--- src/soe_cfg.svh ---
// Constants of the security-region erase sequencer.
// Assumes an 8-bit opcode, MSB-first serial framing.
`ifndef SOE_CFG_SVH
`define SOE_CFG_SVH
`define SOE_OP_WREN 8'h06
`define SOE_OP_WRDI 8'h04
`define SOE_OP_RDSR 8'h05
`define SOE_OP_ERASE 8'h44
`define SOE_OP_LAST 6'h07
`define SOE_OP_BITS 6'h08
`define SOE_BITS_3B 6'h20
`define SOE_BITS_4B 6'h28
`define SOE_CNT_MAX 6'h3F
`define SOE_REG1 4'h1
`define SOE_REG2 4'h2
`define SOE_REG3 4'h3
`define SOE_ERASE_TIME_US 200
`define SOE_CLK_NS 25
`define SOE_TMR_W 20
`endif

--- src/soe_pkg.sv ---
// Types shared by the security-region erase sequencer.
// Assumes soe_cfg.svh supplies the constants.
package soe_pkg;
   // Status bits as seen by a status read
   typedef struct packed {
      logic write_enable_latch;
      logic busy;
   } soe_stat_t;
   // Sequencer state
   typedef enum logic {SOE_IDLE, SOE_ERASE} soe_state_t;
endpackage

--- src/soe_region_erase.sv ---
// Security-region erase sequencer: serial opcode/address capture,
// write-enable latch, lock checks, self-timed erase and status read.
// Assumes serial pins come from outside; lock and mode bits are on clk_sys.
`timescale 1ns/1ps
`include "soe_cfg.svh"

module soe_region_erase #(
   parameter int ERASE_CYC = (`SOE_ERASE_TIME_US * 1000 + `SOE_CLK_NS - 1) / `SOE_CLK_NS
) (
   input wire logic clk_sys,
   input wire logic nrst,
   input wire logic sclk,
   input wire logic cs_n,
   input wire logic serial_in,
   input wire logic [2:0] region_otp_lock_bits,
   input wire logic quad_peripheral_mode,
   input wire logic addr4_mode,
   output logic serial_out_ff,
   output logic serial_out_en_ff,
   output soe_pkg::soe_stat_t status_ff,
   output logic [2:0] erase_region_ff,
   output logic erase_reject_ff
);
   import soe_pkg::*;

   // ==========================================================
   // Address decode
   // Returns a one-hot region, zero for any illegal address
   function automatic logic [2:0] region_of(input logic [31:0] a);
      logic [2:0] r;
      r = 3'h0;
      if (a[31:16] == 16'h0000 && a[11:8] == 4'h0) begin
         unique case (a[15:12])
            `SOE_REG1: r = 3'h1;
            `SOE_REG2: r = 3'h2;
            `SOE_REG3: r = 3'h4;
            default: r = 3'h0;
         endcase
      end
      return r;
   endfunction

   // ==========================================================
   // Pin synchronisers
   logic sclk_m_ff, sclk_s_ff, sclk_d_ff;
   logic cs_m_ff, cs_s_ff, cs_d_ff;
   logic si_m_ff, si_s_ff;
   logic sclk_rise, sclk_fall, cs_rise, cs_low;

   // Two stages each; the second stage and its delayed copy feed edge logic
   always_ff @(posedge clk_sys or negedge nrst) begin
      if (!nrst) begin
         sclk_m_ff <= 1'b0;
         sclk_s_ff <= 1'b0;
         sclk_d_ff <= 1'b0;
         cs_m_ff <= 1'b1;
         cs_s_ff <= 1'b1;
         cs_d_ff <= 1'b1;
         si_m_ff <= 1'b0;
         si_s_ff <= 1'b0;
      end else begin
         sclk_m_ff <= sclk;
         sclk_s_ff <= sclk_m_ff;
         sclk_d_ff <= sclk_s_ff;
         cs_m_ff <= cs_n;
         cs_s_ff <= cs_m_ff;
         cs_d_ff <= cs_s_ff;
         si_m_ff <= serial_in;
         si_s_ff <= si_m_ff;
      end
   end

   // Edge strobes, all one clk_sys cycle wide
   assign cs_low = !cs_s_ff;
   assign sclk_rise = sclk_s_ff && !sclk_d_ff && cs_low;
   assign sclk_fall = !sclk_s_ff && sclk_d_ff && cs_low;
   assign cs_rise = cs_s_ff && !cs_d_ff;

   // ==========================================================
   // Frame capture
   logic [39:0] shift_ff;
   logic [5:0] bitcnt_ff;
   logic [7:0] op_ff;

   // Bits latch on serial clock rise; count saturates so long frames stay long
   always_ff @(posedge clk_sys or negedge nrst) begin
      if (!nrst) begin
         shift_ff <= 40'h00_0000_0000;
         bitcnt_ff <= 6'h00;
         op_ff <= 8'h00;
      end else if (!cs_low) begin
         bitcnt_ff <= 6'h00;
      end else if (sclk_rise) begin
         shift_ff <= {shift_ff[38:0], si_s_ff};
         if (bitcnt_ff != `SOE_CNT_MAX)
            bitcnt_ff <= bitcnt_ff + 6'h01;
         if (bitcnt_ff == `SOE_OP_LAST)
            op_ff <= {shift_ff[6:0], si_s_ff};
      end
   end

   // ==========================================================
   // Frame check at chip select rise
   logic [31:0] addr;
   logic [5:0] need_bits;
   logic [2:0] sel;
   logic busy;
   logic go_erase, go_wren, go_wrdi;

   assign addr = addr4_mode ? shift_ff[31:0] : {8'h00, shift_ff[23:0]};
   assign need_bits = addr4_mode ? `SOE_BITS_4B : `SOE_BITS_3B;
   assign sel = region_of(addr);
   assign busy = status_ff.busy;

   // exact length; latch set; lock; single line; idle only
   assign go_erase = cs_rise && !busy && op_ff == `SOE_OP_ERASE && bitcnt_ff == need_bits
                     && status_ff.write_enable_latch && sel != 3'h0 && (sel & region_otp_lock_bits) == 3'h0
                     && !quad_peripheral_mode;
   assign go_wren = cs_rise && !busy && op_ff == `SOE_OP_WREN && bitcnt_ff == `SOE_OP_BITS;
   assign go_wrdi = cs_rise && !busy && op_ff == `SOE_OP_WRDI && bitcnt_ff == `SOE_OP_BITS;

   // ==========================================================
   // Erase sequencer and status
   soe_state_t state_ff;
   logic [`SOE_TMR_W-1:0] timer_ff;
   logic done;

   assign done = state_ff == SOE_ERASE && timer_ff == '0;

   // self-timed erase; one region strobe held for the whole cycle
   always_ff @(posedge clk_sys or negedge nrst) begin
      if (!nrst) begin
         state_ff <= SOE_IDLE;
         timer_ff <= '0;
         erase_region_ff <= 3'h0;
      end else begin
         unique case (state_ff)
            SOE_IDLE: begin
               if (go_erase) begin
                  state_ff <= SOE_ERASE;
                  timer_ff <= `SOE_TMR_W'(ERASE_CYC - 1);
                  erase_region_ff <= sel;
               end
            end
            SOE_ERASE: begin
               if (done) begin
                  state_ff <= SOE_IDLE;
                  erase_region_ff <= 3'h0;
               end else begin
                  timer_ff <= timer_ff - `SOE_TMR_W'(1);
               end
            end
         endcase
      end
   end

   // busy follows the cycle; latch clears at completion
   always_ff @(posedge clk_sys or negedge nrst) begin
      if (!nrst) begin
         status_ff <= '0;
      end else begin
         status_ff.busy <= go_erase || (busy && !done);
         if (done || go_wrdi)
            status_ff.write_enable_latch <= 1'b0;
         else if (go_wren)
            status_ff.write_enable_latch <= 1'b1;
      end
   end

   // Pulse when an erase frame with a complete opcode is dropped, handy for debug
   always_ff @(posedge clk_sys or negedge nrst) begin
      if (!nrst)
         erase_reject_ff <= 1'b0;
      else
         erase_reject_ff <= cs_rise && op_ff == `SOE_OP_ERASE && bitcnt_ff >= `SOE_OP_BITS
                            && !go_erase;
   end

   // ==========================================================
   // Status read output
   logic [2:0] rd_idx_ff;
   logic [7:0] stat_byte;
   logic rd_active;

   assign stat_byte = {6'h00, status_ff.write_enable_latch, status_ff.busy};
   assign rd_active = op_ff == `SOE_OP_RDSR && bitcnt_ff >= `SOE_OP_BITS;

   // status stays readable while busy; bits shift out MSB first on fall
   always_ff @(posedge clk_sys or negedge nrst) begin
      if (!nrst) begin
         rd_idx_ff <= 3'h0;
         serial_out_ff <= 1'b0;
         serial_out_en_ff <= 1'b0;
      end else if (!cs_low) begin
         rd_idx_ff <= 3'h0;
         serial_out_en_ff <= 1'b0;
      end else if (sclk_fall && rd_active) begin
         serial_out_ff <= stat_byte[~rd_idx_ff];
         serial_out_en_ff <= 1'b1;
         rd_idx_ff <= rd_idx_ff + 3'h1;
      end
   end

   // ==========================================================
   // Checks
   logic [`SOE_TMR_W-1:0] busy_len_ff;

   // Counts cycles of busy so the cycle length can be checked
   always_ff @(posedge clk_sys or negedge nrst) begin
      if (!nrst)
         busy_len_ff <= '0;
      else if (busy)
         busy_len_ff <= busy_len_ff + `SOE_TMR_W'(1);
      else
         busy_len_ff <= '0;
   end

   a_start_needs_wel: assert property (@(posedge clk_sys) disable iff (!nrst)
      $rose(busy) |-> $past(status_ff.write_enable_latch))
      else $error("erase started without write enable");
   a_start_exact_len: assert property (@(posedge clk_sys) disable iff (!nrst)
      $rose(busy) |-> $past(bitcnt_ff) == (addr4_mode ? `SOE_BITS_4B : `SOE_BITS_3B))
      else $error("erase started on a frame of wrong length");
   a_start_addr_ok: assert property (@(posedge clk_sys) disable iff (!nrst)
      go_erase |-> addr[31:16] == 16'h0000 && addr[11:8] == 4'h0
         && addr[15:12] >= `SOE_REG1 && addr[15:12] <= `SOE_REG3)
      else $error("erase started on illegal address");
   a_lock_blocks: assert property (@(posedge clk_sys) disable iff (!nrst)
      $rose(busy) |-> (erase_region_ff & $past(region_otp_lock_bits)) == 3'h0)
      else $error("locked region erased");
   a_quad_blocks: assert property (@(posedge clk_sys) disable iff (!nrst)
      $rose(busy) |-> !$past(quad_peripheral_mode))
      else $error("erase started in quad mode");
   a_one_region: assert property (@(posedge clk_sys) disable iff (!nrst)
      busy |-> $onehot(erase_region_ff))
      else $error("erase strobe not one region");
   a_busy_length: assert property (@(posedge clk_sys) disable iff (!nrst)
      $fell(busy) |-> busy_len_ff == `SOE_TMR_W'(ERASE_CYC))
      else $error("erase cycle length wrong");
   a_wel_clears: assert property (@(posedge clk_sys) disable iff (!nrst)
      $fell(busy) |-> !status_ff.write_enable_latch)
      else $error("write enable not cleared after erase");
   a_busy_ignores: assert property (@(posedge clk_sys) disable iff (!nrst)
      busy && !done |=> $stable(status_ff.write_enable_latch) && $stable(erase_region_ff))
      else $error("instruction acted on while busy");
   a_busy_holds: assert property (@(posedge clk_sys) disable iff (!nrst)
      $rose(busy) |-> busy [*8])
      else $error("busy dropped early");

   // Further guards on strobes, latch, timer and read enable
   // no strobe idle
   a_idle_no_region: assert property (@(posedge clk_sys) disable iff (!nrst)
      !busy |-> erase_region_ff == 3'h0)
      else $error("region strobe outside erase");
   a_wel_sets: assert property (@(posedge clk_sys) disable iff (!nrst)
      $rose(status_ff.write_enable_latch) |-> $past(op_ff) == `SOE_OP_WREN && !$past(busy))
      else $error("write enable set without request");
   a_reject_no_start: assert property (@(posedge clk_sys) disable iff (!nrst)
      $rose(busy) |-> !erase_reject_ff)
      else $error("erase both started and refused");
   a_timer_bound: assert property (@(posedge clk_sys) disable iff (!nrst)
      state_ff == SOE_ERASE |-> timer_ff < `SOE_TMR_W'(ERASE_CYC))
      else $error("erase timer out of range");
   a_out_en_drops: assert property (@(posedge clk_sys) disable iff (!nrst)
      cs_s_ff |=> !serial_out_en_ff)
      else $error("read data driven while deselected");
   a_wel_falls: assert property (@(posedge clk_sys) disable iff (!nrst)
      $fell(status_ff.write_enable_latch) |-> $past(done) || $past(op_ff) == `SOE_OP_WRDI)
      else $error("write enable cleared without cause");

endmodule // soe_region_erase

--- config.mk ---
export PLATFORM = sky130hd
export DESIGN_NAME = soe_region_erase
export DESIGN_NICKNAME = d
export VERILOG_FILES = /design/src/soe_pkg.sv /design/src/soe_region_erase.sv
export VERILOG_INCLUDE_DIRS = /design/src /design/src/src
export SDC_FILE = /design/constraint.sdc
export NUM_CORES = 1
export LEC_CHECK = 0
export ABC_AREA = 1
export CAP_MARGIN = 20
export CORE_ASPECT_RATIO = 0.9
export CORE_UTILIZATION = 68
export DETAILED_ROUTE_END_ITERATION = 16
export DONT_BUFFER_PORTS = 1
export PLACE_DENSITY = 0.87
export SLEW_MARGIN = 20
export SYNTH_ARGS = -nofsm -noshare
export SYNTH_HDL_FRONTEND = slang
export SYNTH_SLANG_ARGS = --single-unit
--- constraint.sdc ---
create_clock -name clk_sys -period 3.3 [get_ports clk_sys]
set_input_delay 0.33 -clock clk_sys [delete_from_list [all_inputs] [get_ports clk_sys]]
set_output_delay 0.33 -clock clk_sys [all_outputs]
set_load 0.005 [all_outputs]
==> summary.txt, run 1 <==
Status: finished with violations
Failing checks: DRC
Power Density: 429 nW/um2
Fin area: 4420 um2
Initial antenna violation count: 0
Crit-path max FO: 23
Part of the power in registers: 58.1%
Post-Syn Nets: 534
Maxcap violations: 0
Largest net degree at the start of global routing: 87
Starting Density: 71.8%
Final setup TNS: 0 ns
CTS Hold Bufs: 5
Worst skew pair latency: 0.36 ns
Wirelength, routed: 8.11 mm
Post-synthesis sequential area ratio: 51.9%
Setup Buffers After CTS: 0
Ports: 18
Final hold vios: 0
Switch Pwr: 481 uW
IO Port Bufs: 0
Max Clock Skew: 0.0146 ns
H-tree depth: 3
Post-synth EDFFs: 0
CP Data Arrival Time: 2.61 ns
Int Power: 1.42 mW
Resize count post-CTS: 0
First-pass GRT wire length: 14.0 mm
Top post-synthesis cells by area: dfrtp_1 (50%), nand2_1 (15%), nand3_1 (5.5%)
DRC: 2
Netlist cell types: 35
Worst Tran Pin Value: 0.595 ns
Via count: 3332
Post-Syn Area per Cell: 7.99 um2
ANT cells: 0
Synth Cell Area: 4160 um2
Full die area: 6430 um2
Max-slew headroom: 60.2%
Initial DRC count: 329
Root buffer cell: clkbuf_8
Synth-to-layout area growth: 6.32%
Post-DP Area: 4160 um2
Crit path required time: 3.53 ns
CTS tree: done
Startpoint types: flop
RSZ-0062 raised after global routing: no
Total GRT Usage: 27.4%
Cell taking the most area after synthesis: dfrtp_1
Max Freq: 420 MHz
Die width: 84.4 um
Nature of the critical path endpoint: flop
Synth Flop Type: dfrtp_1
Class of the worst hold path: primary input to flop
Clock share of power: 37.1%
Layout filler cell count: 406
First-pass DRT Iterations: 11
Clock Tree Buf Depth: 2
P_leak: 2.25 nW
Syn Inst Count: 520
Most frequent cells after synthesis: nand2_1 (167), dfrtp_1 (83), inv_1 (55)
Fraction of layout cells with a size suffix above 1: 6.10%
NumNets Final: 534
Vias per std cell: 5.60
Grt ovf: 0
Global placer's final weighted congestion: 0.880
Vias in the first global route: 3084
Yosys reg bits: 86
Die Ht: 76.2 um
Combinational share of power: 4.9%
Avg WL per Cell: 13.6 um
Core area: 5790 um2
Most common cell in the netlist: nand2_1
FP Rows: 26
Clock Sinks: 86
Core Util, Final: 76.3%
Switch share: 25.4%
Hpwl dp: 5.30 mm
Critical path type: flop to flop
ANT nets after route: 0
Clock transition at path regs: 0.09 ns
CTS Buf Count: 9
Tcrit/Tclk final: 72.1%
Min cycle time layout: 2.38 ns
Asr flop ratio synth: 100%
Final Max Slew Viols: 0
YS warnings: 0
Final setup violation count: 0
Synth top area share: 50.0%
Worst vdd ir: 300 uV
## through the flow
stage               std cells  setup WS, ns  hold slack (ns)  power [mW]
global placement          574          1.10           0.0359        1.18
CTS                       595         0.929            0.144        1.91
floorplan                 520          1.45           0.0344        1.17
global route              595         0.655            0.175        1.96
finish                    595         0.921            0.169        1.90
detailed placement        574         0.954           0.0359        1.19
## cells by family after synthesis
family                   share of synthesized area (%)
AND/OR/NAND/NOR                                   30.6
flip-flops                                        51.9
buffers and inverters                             7.26
AO/OA/AOI/OAI                                     7.11
XOR/XNOR                                          1.48
adder cells (fa/ha/maj)                           1.20
multiplexers                                     0.512
## state kept, by name, summed over array words and instances, names as in the netlist, 3 cells and up
| signal | flops |
|---|---|
| bitcnt_ff | 6 |
| timer_ff | 20 |
| shift_ff | 32 |
| rd_idx_ff | 3 |
| op_ff | 8 |
| erase_region_ff | 3 |
## cells in the final DEF (no fill, tap or decap), types with 2 or more instances in the layout
| master | Yosys | layout |
|---|---|---|
| a211oi_1 | 2 | 2 |
| a21oi_1 | 7 | 7 |
| clkbuf_8 | 0 | 10 |
| clkinv_4 | 0 | 2 |
| dfrtp_1 | 83 | 83 |
| dfstp_2 | 3 | 3 |
| dlygate4sd3_1 | 0 | 4 |
| ha_1 | 4 | 4 |
| inv_1 | 55 | 55 |
| inv_6 | 0 | 3 |
| nand2_1 | 167 | 167 |
| nand2_4 | 2 | 2 |
| nand3_1 | 46 | 46 |
| nand3b_1 | 2 | 2 |
| nand4_1 | 7 | 7 |
| nor2_1 | 52 | 51 |
| nor2_2 | 1 | 2 |
| nor2_4 | 2 | 2 |
| nor3_1 | 4 | 4 |
| nor4_1 | 6 | 6 |
| o211ai_1 | 3 | 3 |
| o21ai_0 | 40 | 40 |
| xnor2_1 | 3 | 3 |
| xor2_1 | 4 | 4 |
## metal layers
metal | GRT usage [%] | wire, um | vias to the layer above
met1 | 36.3 | 3750 | 1585
li1 | - | - | 1652
met3 | 5.74 | 363 | 13
met4 | 9.66 | 144 | 0
met5 | 0 | 0 | -
met2 | 45.4 | 3850 | 82
## power by group through the flow
stage	clock network, mW	logic [mW]	registers [mW]
floorplan	0	0.0519	1.12
global placement	0	0.0597	1.12
detailed placement	0	0.0629	1.12
CTS	0.713	0.0916	1.10
global route	0.744	0.107	1.11
finish	0.704	0.0921	1.10
## path summary, 6_finish.rpt
kind,from,endpoint,slack (ns),depth (start not counted)
worst max-delay path,timer_ff[0],timer_ff[0],0.92,10
worst min-delay path,region_otp_lock_bits[2],erase_reject_ff,0.17,2
worst max register to register,timer_ff[0],timer_ff[0],0.92,10
worst min register to register,cs_m_ff,cs_s_ff,0.36,0
max in group asynchronous,nrst,cs_s_ff,2.40,2
min in group asynchronous,nrst,bitcnt_ff[2],0.54,2
## layout make-up
type	count	area (um2)	area share, %
flip-flops and latches	86	2160	48.8
multi-input cells	361	1700	38.5
inverters	56	210	4.76
clock buffers	10	138	3.12
well taps	70	87.6	1.98
repair buffers	6	75.1	1.70
clock inverters	6	51.3	1.16
## worst max-delay path, cell delays in order (launching register included)
cell and delay, ns:
dfrtp_1 0.43, inv_1 0.12, ha_1 0.21, nand3_1 0.17
nor2_1 0.22, nand4_1 0.22, nand3b_4 0.26, nand2_4 0.25
inv_1 0.21, nand2_1 0.10, nand3_1 0.06
(Power assumes the default switching activity.)
==> run 2, diff against run 1 <==
- CORE_UTILIZATION: 68 -> 57
- PLACE_DENSITY: 0.87 -> 0.78
- clock period: 3.3 -> 2.18 ns (I/O delays scaled with it)
==> run 2 against run 1 <==
Effect of this change:
- the flow finishes with violations (hold timing)
- design area is 2.8% higher
- critical path depth unchanged
- critical endpoint is now timer_ff[14]
- register-to-register slack lost 0.79 ns
- die area is 19% higher
- final cell count increased by 5.0%
- largest cell class unchanged
- non-clock buffer count grew 5
- hold slack got worse by 0.63 ns
- sequential share of layout area down 1.3 points
- core utilization decreased by 12 points
==> summary.txt, run 2 (synthesis results as in run 1) <==
Total GRT Usage: 24.3% (was 27.4%)
CTS Buf Count: 9 (unchanged)
Fin area: 4540 um2 (was 4420 um2)
Root buffer cell: clkbuf_8 (unchanged)
Avg WL per Cell: 13.8 um (was 13.6 um)
Fraction of layout cells with a size suffix above 1: 7.71% (was 6.10%)
CP delay by family, top: simple AND/OR/NAND/NOR gates (unchanged)
Leading cell type in the layout, fill and taps excluded: nand2_1 (unchanged)
CP max-delay cell: dfrtp_1 (unchanged)
Crit path required time: 2.44 ns (was 3.53 ns)
Global routing's busiest layer: met2 (unchanged)
Worst Path Buf+Inv: 2 (unchanged)
Max reg flops: 32 (unchanged)
CP Data Arrival Time: 2.31 ns (was 2.61 ns)
Core area: 7040 um2 (was 5790 um2)
Tcrit/Tclk final: 94.0% (was 72.1%)
Largest regs: shift_ff (32), timer_ff (20), op_ff (8) (unchanged)
Die Ht: 83 um (was 76.2 um)
CTS Hold Bufs: 3 (was 5)
Vias in the first global route: 3222 (was 3084)
Maxcap violations: 0 (unchanged)
Clock transition at path regs: 0.09 ns (about the same)
Reg area: 2160 um2 (unchanged)
DRC: 0 (was 2)
Max Clock Skew: 0.00747 ns (was 0.0146 ns)
Grt met1 use: 32.6% (was 36.3%)
Clock Tree Buf Depth: 2 (unchanged)
Wirelength, routed: 8.63 mm (was 8.11 mm)
Class of the worst hold path: primary input to asynchronous set/reset pin (was primary input to flop)
Area of the multi-input gates: 1740 um2 (was 1700 um2)
Final setup violation count: 0 (unchanged)
Nature of the critical path endpoint: flop (unchanged)
RSZ-0062 raised after global routing: yes (was no)
Via count: 3400 (was 3332)
H-tree depth: 3 (unchanged)
IO Port Bufs: 0 (unchanged)
Cell Chain, Critical Path: inv_1 -> ha_1 -> nand3_1 -> nor2_2 -> nand4_1 -> nand3b_4 -> nand2_4 -> buf_4 -> or2_2 -> nand2_1 (was inv_1 -> ha_1 -> nand3_1 -> nor2_1 -> nand4_1 -> nand3b_4 -> nand2_4 -> inv_1 -> nand2_1 -> nand3_1)
Layout filler cell count: 593 (was 406)
Failing checks: hold timing (was DRC)
Full die area: 7640 um2 (was 6430 um2)
Grt ovf: 0 (unchanged)
ANT nets after route: 0 (unchanged)
Max-slew headroom: 61.7% (was 60.2%)
Initial DRC count: 265 (was 329)
Status: finished with violations (unchanged)
Critical path type: flop to flop (unchanged)
CP max stage delay: 0.43 ns (about the same)
Startpoint types: flop (unchanged)
Global placer's final weighted congestion: 0.826 (was 0.880)
Worst Tran Pin Value: 0.574 ns (was 0.595 ns)
CTS tree: done (unchanged)
Core Util, Final: 64.5% (was 76.3%)
Max Freq: 488 MHz (was 420 MHz)
Die width: 92 um (was 84.4 um)
First-pass GRT wire length: 14.7 mm (was 14.0 mm)
Met2 Track Usage GR: 38.7% (was 45.4%)
Final Max Slew Viols: 0 (unchanged)
Biggest register: shift_ff (unchanged)
Largest net degree at the start of global routing: 87 (unchanged)
Clock Sinks: 86 (unchanged)
NumNets Final: 541 (was 534)
FP Rows: 29 (was 26)
First-pass DRT Iterations: 6 (was 11)
Final hold vios: 86 (was 0)
Ports: 18 (unchanged)
Worst vdd ir: 386 uV (was 300 uV)
Crit-path max FO: 10 (was 23)
P_leak: 2.29 nW (was 2.25 nW)
Post-DP Area: 4240 um2 (was 4160 um2)
Setup Buffers After CTS: 0 (unchanged)
Worst skew pair latency: 0.37 ns (was 0.36 ns)
Most frequent cells in the layout: nand2_1 (167), dfrtp_1 (83), inv_1 (55), nor2_1 (50), nand3_1 (46) (was nand2_1 (167), dfrtp_1 (83), inv_1 (55), nor2_1 (51), nand3_1 (46))
Initial antenna violation count: 0 (unchanged)
Starting Density: 59.0% (was 71.8%)
Hpwl dp: 5.61 mm (was 5.30 mm)
Power Density: 671 nW/um2 (was 429 nW/um2)
Min cycle time layout: 2.05 ns (was 2.38 ns)
GR Util met3: 5.59% (was 5.74%)
Synth-to-layout area growth: 9.27% (was 6.32%)
ANT cells: 0 (unchanged)
Hold WS: -0.463 ns (was 0.169 ns)
Vias per std cell: 5.44 (was 5.60)
[run 2: where the power goes]
group	internal, mW	switching [mW]
registers	1.64	0.0256
clock network	0.659	0.616
logic	0.0343	0.0684
total	2.34	0.710
[run 2: metal layers]
metal,routed length (um),up-vias,share of wire [%]
li1,-,1672,-
met1,3950,1634,46
met2,4130,83,48
met3,446,11,5.2
met4,103,0,1.2
met5,0,-,0
[run 2: timing repair]
| action | 4_1_cts | 5_1_grt |
|---|---|---|
| endpoints found under the setup margin | 0 | 22 |
| resized for setup | 0 | 4 |
| hold endpoints to repair | 89 | 86 |
[run 2: metrics by stage]
stage	TNS, ns	worst slack (ns)	std cells	power, mW
after floorplan	0	0.326	520	1.77
after global placement	0	0.167	604	1.79
after detailed placement	0	0.0550	604	1.80
after CTS	0	0.0285	623	3.07
after global routing	-0.00601	-0.00601	625	3.15
final	0	0.132	625	3.05
[run 2: final timing paths]
| kind | startpoint | to | slack [ns] | cells after the start |
|---|---|---|---|---|
| max | timer_ff[0] | timer_ff[14] | 0.13 | 10 |
| min | nrst | bitcnt_ff[3] | -0.46 | 0 |
| max reg2reg | timer_ff[0] | timer_ff[14] | 0.13 | 10 |
| min reg2reg | si_m_ff | si_s_ff | 0.36 | 0 |
| max in group asynchronous | nrst | cs_s_ff | 2.45 | 0 |
| min in group clk_sys | region_otp_lock_bits[2] | erase_reject_ff | 0.04 | 2 |
[run 2: cell type report]
type	instances	area share, %
clock buffer	9	2.73
multi-input combinational	363	38.3
sequential	86	47.5
inverter	56	4.68
tap	93	2.56
timing repair buffer	11	1.98
clock inverter	7	2.26
[run 2: worst reg2reg max path: stages, from the launching register on]
cell and delay (ns):
dfrtp_1 0.43, inv_1 0.11, ha_1 0.24, nand3_1 0.14
nor2_2 0.15, nand4_1 0.14, nand3b_4 0.24, nand2_4 0.14
buf_4 0.19, or2_2 0.13, nand2_1 0.05
==> run 3, diff against run 2 <==
- CORE_UTILIZATION: 57 -> 63
- CTS_BUF_LIST: unset -> sky130_fd_sc_hd__clkbuf_4 sky130_fd_sc_hd__clkbuf_8 sky130_fd_sc_hd__clkbuf_16
- HOLD_SLACK_MARGIN: unset -> 0.06
- PLACE_DENSITY: 0.78 -> 0.82
- clock period: 2.18 -> 2.2 ns (I/O delays scaled with it)
==> run 3 against run 2 <==
Effect of this change:
- the flow still finishes with violations (hold timing)
- global-route usage is 2.3 points higher
- via count is 0.65% lower
- register-to-register slack better by 0.04 ns
- core utilization is 7.5 points higher
- first-iteration DRC count is 1.5% lower
- non-clock buffer count is 1 lower
- hold slack better by 0.016 ns
- power is 7.5% lower
- critical path type unchanged
- highest routed layer unchanged
==> summary.txt, run 3 (synthesis results as in run 1) <==
Die width: 87.6 um (was 92 um)
Root buffer cell: clkbuf_8 (unchanged)
Crit path required time: 2.49 ns (was 2.44 ns)
Setup Buffers After CTS: 0 (unchanged)
Die Ht: 79.0 um (was 83 um)
DRC: 0 (unchanged)
Via count: 3378 (was 3400)
Vias in the first global route: 3215 (was 3222)
Met2 Track Usage GR: 42.0% (was 38.7%)
Global routing's busiest layer: met2 (unchanged)
Min cycle time layout: 2.03 ns (was 2.05 ns)
NumNets Final: 540 (was 541)
Final Max Slew Viols: 0 (unchanged)
Most Frequent Cell on Critical Path: nand3_1
Startpoint types: flop (unchanged)
Total GRT Usage: 26.6% (was 24.3%)
P_leak: 2.27 nW (was 2.29 nW)
Final hold vios: 86 (unchanged)
Hpwl dp: 5.53 mm (was 5.61 mm)
Initial DRC count: 261 (was 265)
CTS Buf Count: 9 (unchanged)
Full die area: 6920 um2 (was 7640 um2)
ANT nets after route: 0 (unchanged)
Vias per std cell: 5.47 (was 5.44)
Clock Tree Buf Depth: 2 (unchanged)
Max Freq: 493 MHz (was 488 MHz)
Final setup violation count: 0 (unchanged)
Register-to-Register Setup Slack: 0.17 ns (was 0.13 ns)
FP Rows: 27 (was 29)
Worst flop-to-flop path startpoint: timer_ff[0] (unchanged)
CP max stage delay: 0.43 ns (about the same)
Nature of the critical path endpoint: flop (unchanged)
Failing checks: hold timing (unchanged)
CP Data Arrival Time: 2.32 ns (was 2.31 ns)
Initial antenna violation count: 0 (unchanged)
Tcrit/Tclk final: 92.1% (was 94.0%)
Max-slew headroom: 59.9% (was 61.7%)
GR Util met3: 7.38% (was 5.59%)
Dpl ws: 0.122 ns (was 0.0550 ns)
Wirelength, routed: 8.46 mm (was 8.63 mm)
Clock Sinks: 86 (unchanged)
Global placer's final weighted congestion: 0.834 (was 0.826)
Grt ovf: 0 (unchanged)
Grt met1 use: 35.8% (was 32.6%)
Worst vdd ir: 433 uV (was 386 uV)
ANT cells: 0 (unchanged)
First-pass DRT Iterations: 5 (was 6)
Hold WS: -0.447 ns (was -0.463 ns)
Max Clock Skew: 0.00998 ns (was 0.00747 ns)
Final setup TNS: 0 ns (unchanged)
Power Density: 625 nW/um2 (was 671 nW/um2)
Clock transition at path regs: 0.08 ns (was 0.09 ns)
Synth-to-layout area growth: 8.37% (was 9.27%)
H-tree depth: 3 (unchanged)
Leading cell type in the layout, fill and taps excluded: nand2_1 (unchanged)
Crit-path max FO: 14 (was 10)
Starting Density: 66.5% (was 59.0%)
Ports: 18 (unchanged)
Maxcap violations: 0 (unchanged)
Core area: 6250 um2 (was 7040 um2)
Post-route worst setup slack: 0.173 ns (was 0.132 ns)
Cell Chain, Critical Path: inv_1 -> ha_1 -> nand3_1 -> nor2_2 -> nand4_1 -> nand3b_4 -> nand2_8 -> buf_4 -> nand3_1 -> nand2_1 (was inv_1 -> ha_1 -> nand3_1 -> nor2_2 -> nand4_1 -> nand3b_4 -> nand2_4 -> buf_4 -> or2_2 -> nand2_1)
Fraction of layout cells with a size suffix above 1: 7.34% (was 7.71%)
Worst skew pair latency: 0.35 ns (was 0.37 ns)
Largest regs: shift_ff (32), timer_ff (20), op_ff (8) (unchanged)
Max reg flops: 32 (unchanged)
Critical path type: flop to flop (unchanged)
CTS Hold Bufs: 4 (was 3)
First-pass GRT wire length: 14.4 mm (was 14.7 mm)
Avg WL per Cell: 13.7 um (was 13.8 um)
Largest net degree at the start of global routing: 87 (unchanged)
CTS tree: done (unchanged)
CP max-delay cell: dfrtp_1 (unchanged)
Layout filler cell count: 483 (was 593)
R2R Path End: timer_ff[5] (was timer_ff[14])
Worst Reg-to-Reg Cells: 10 (unchanged)
IO Port Bufs: 0 (unchanged)
Status: finished with violations (unchanged)
Worst Tran Pin Value: 0.600 ns (was 0.574 ns)
Most frequent cells in the layout: nand2_1 (167), dfrtp_1 (83), inv_1 (55), nor2_1 (50), nand3_1 (46) (unchanged)
RSZ-0062 raised after global routing: no (was yes)
Biggest register: shift_ff (unchanged)
Class of the worst hold path: primary input to asynchronous set/reset pin (unchanged)
## run 3: cell type report
type | count | area (um2) | share of cell area, %
inverter | 56 | 210 | 4.67
sequential | 86 | 2160 | 47.9
clock inverter | 2 | 15.0 | 0.333
timing repair buffer | 10 | 85.1 | 1.89
multi-input combinational | 363 | 1750 | 38.8
tap | 87 | 109 | 2.42
clock buffer | 14 | 180 | 4.00
## run 3: worst max-delay path by stage
stage | from | endpoint | slack [ns] | cells after the start
global route | timer_ff[0] | timer_ff[18] | 0.002 | 10
global placement | cs_s_ff | timer_ff[11] | 0.19 | 12
detailed placement | cs_s_ff | timer_ff[2] | 0.12 | 12
floorplan | timer_ff[0] | timer_ff[12] | 0.35 | 11
finish | timer_ff[0] | timer_ff[5] | 0.17 | 10
CTS | cs_s_ff | timer_ff[10] | 0.07 | 12
## run 3: what timing repair did
action,4_1_cts,5_1_grt
gates resized for setup,0,4
setup endpoints to repair,0,22
endpoints found under the hold margin,90,86
## run 3: where the power goes
group | internal, mW | total [mW] | switching (mW)
clock | 0.529 | 1.06 | 0.532
sequential | 1.63 | 1.65 | 0.0258
combinational | 0.0342 | 0.102 | 0.0680
total | 2.19 | 2.82 | 0.626
## run 3: metal layers
layer	part of all wire (%)	vias to the layer above
li1	-	1669
met1	45	1585
met2	48	101
met3	4.8	23
met4	2.5	0
met5	0	-
## run 3: worst max-delay path, delay by kind of cell (launching register included)
family	cells	cell delay (ns)
adder cells (fa/ha/maj)	1	0.21
buffers and inverters	2	0.30
AND/OR/NAND/NOR	7	1.03
flip-flops	1	0.43
## run 3: through the flow
step                      instance area, um2  utilization [%]  instances  hold slack (ns)  total power [mW]
after floorplan                         4160                -        520          -0.0756              1.76
after global routing                    4500             72.1        618           -0.466              2.92
final                                   4500             72.1        618           -0.447              2.82
after detailed placement                4220             67.5        596          -0.0737              1.78
after global placement                  4220             67.5        596          -0.0741              1.77
after CTS                               4460             71.3        616           -0.456              2.84
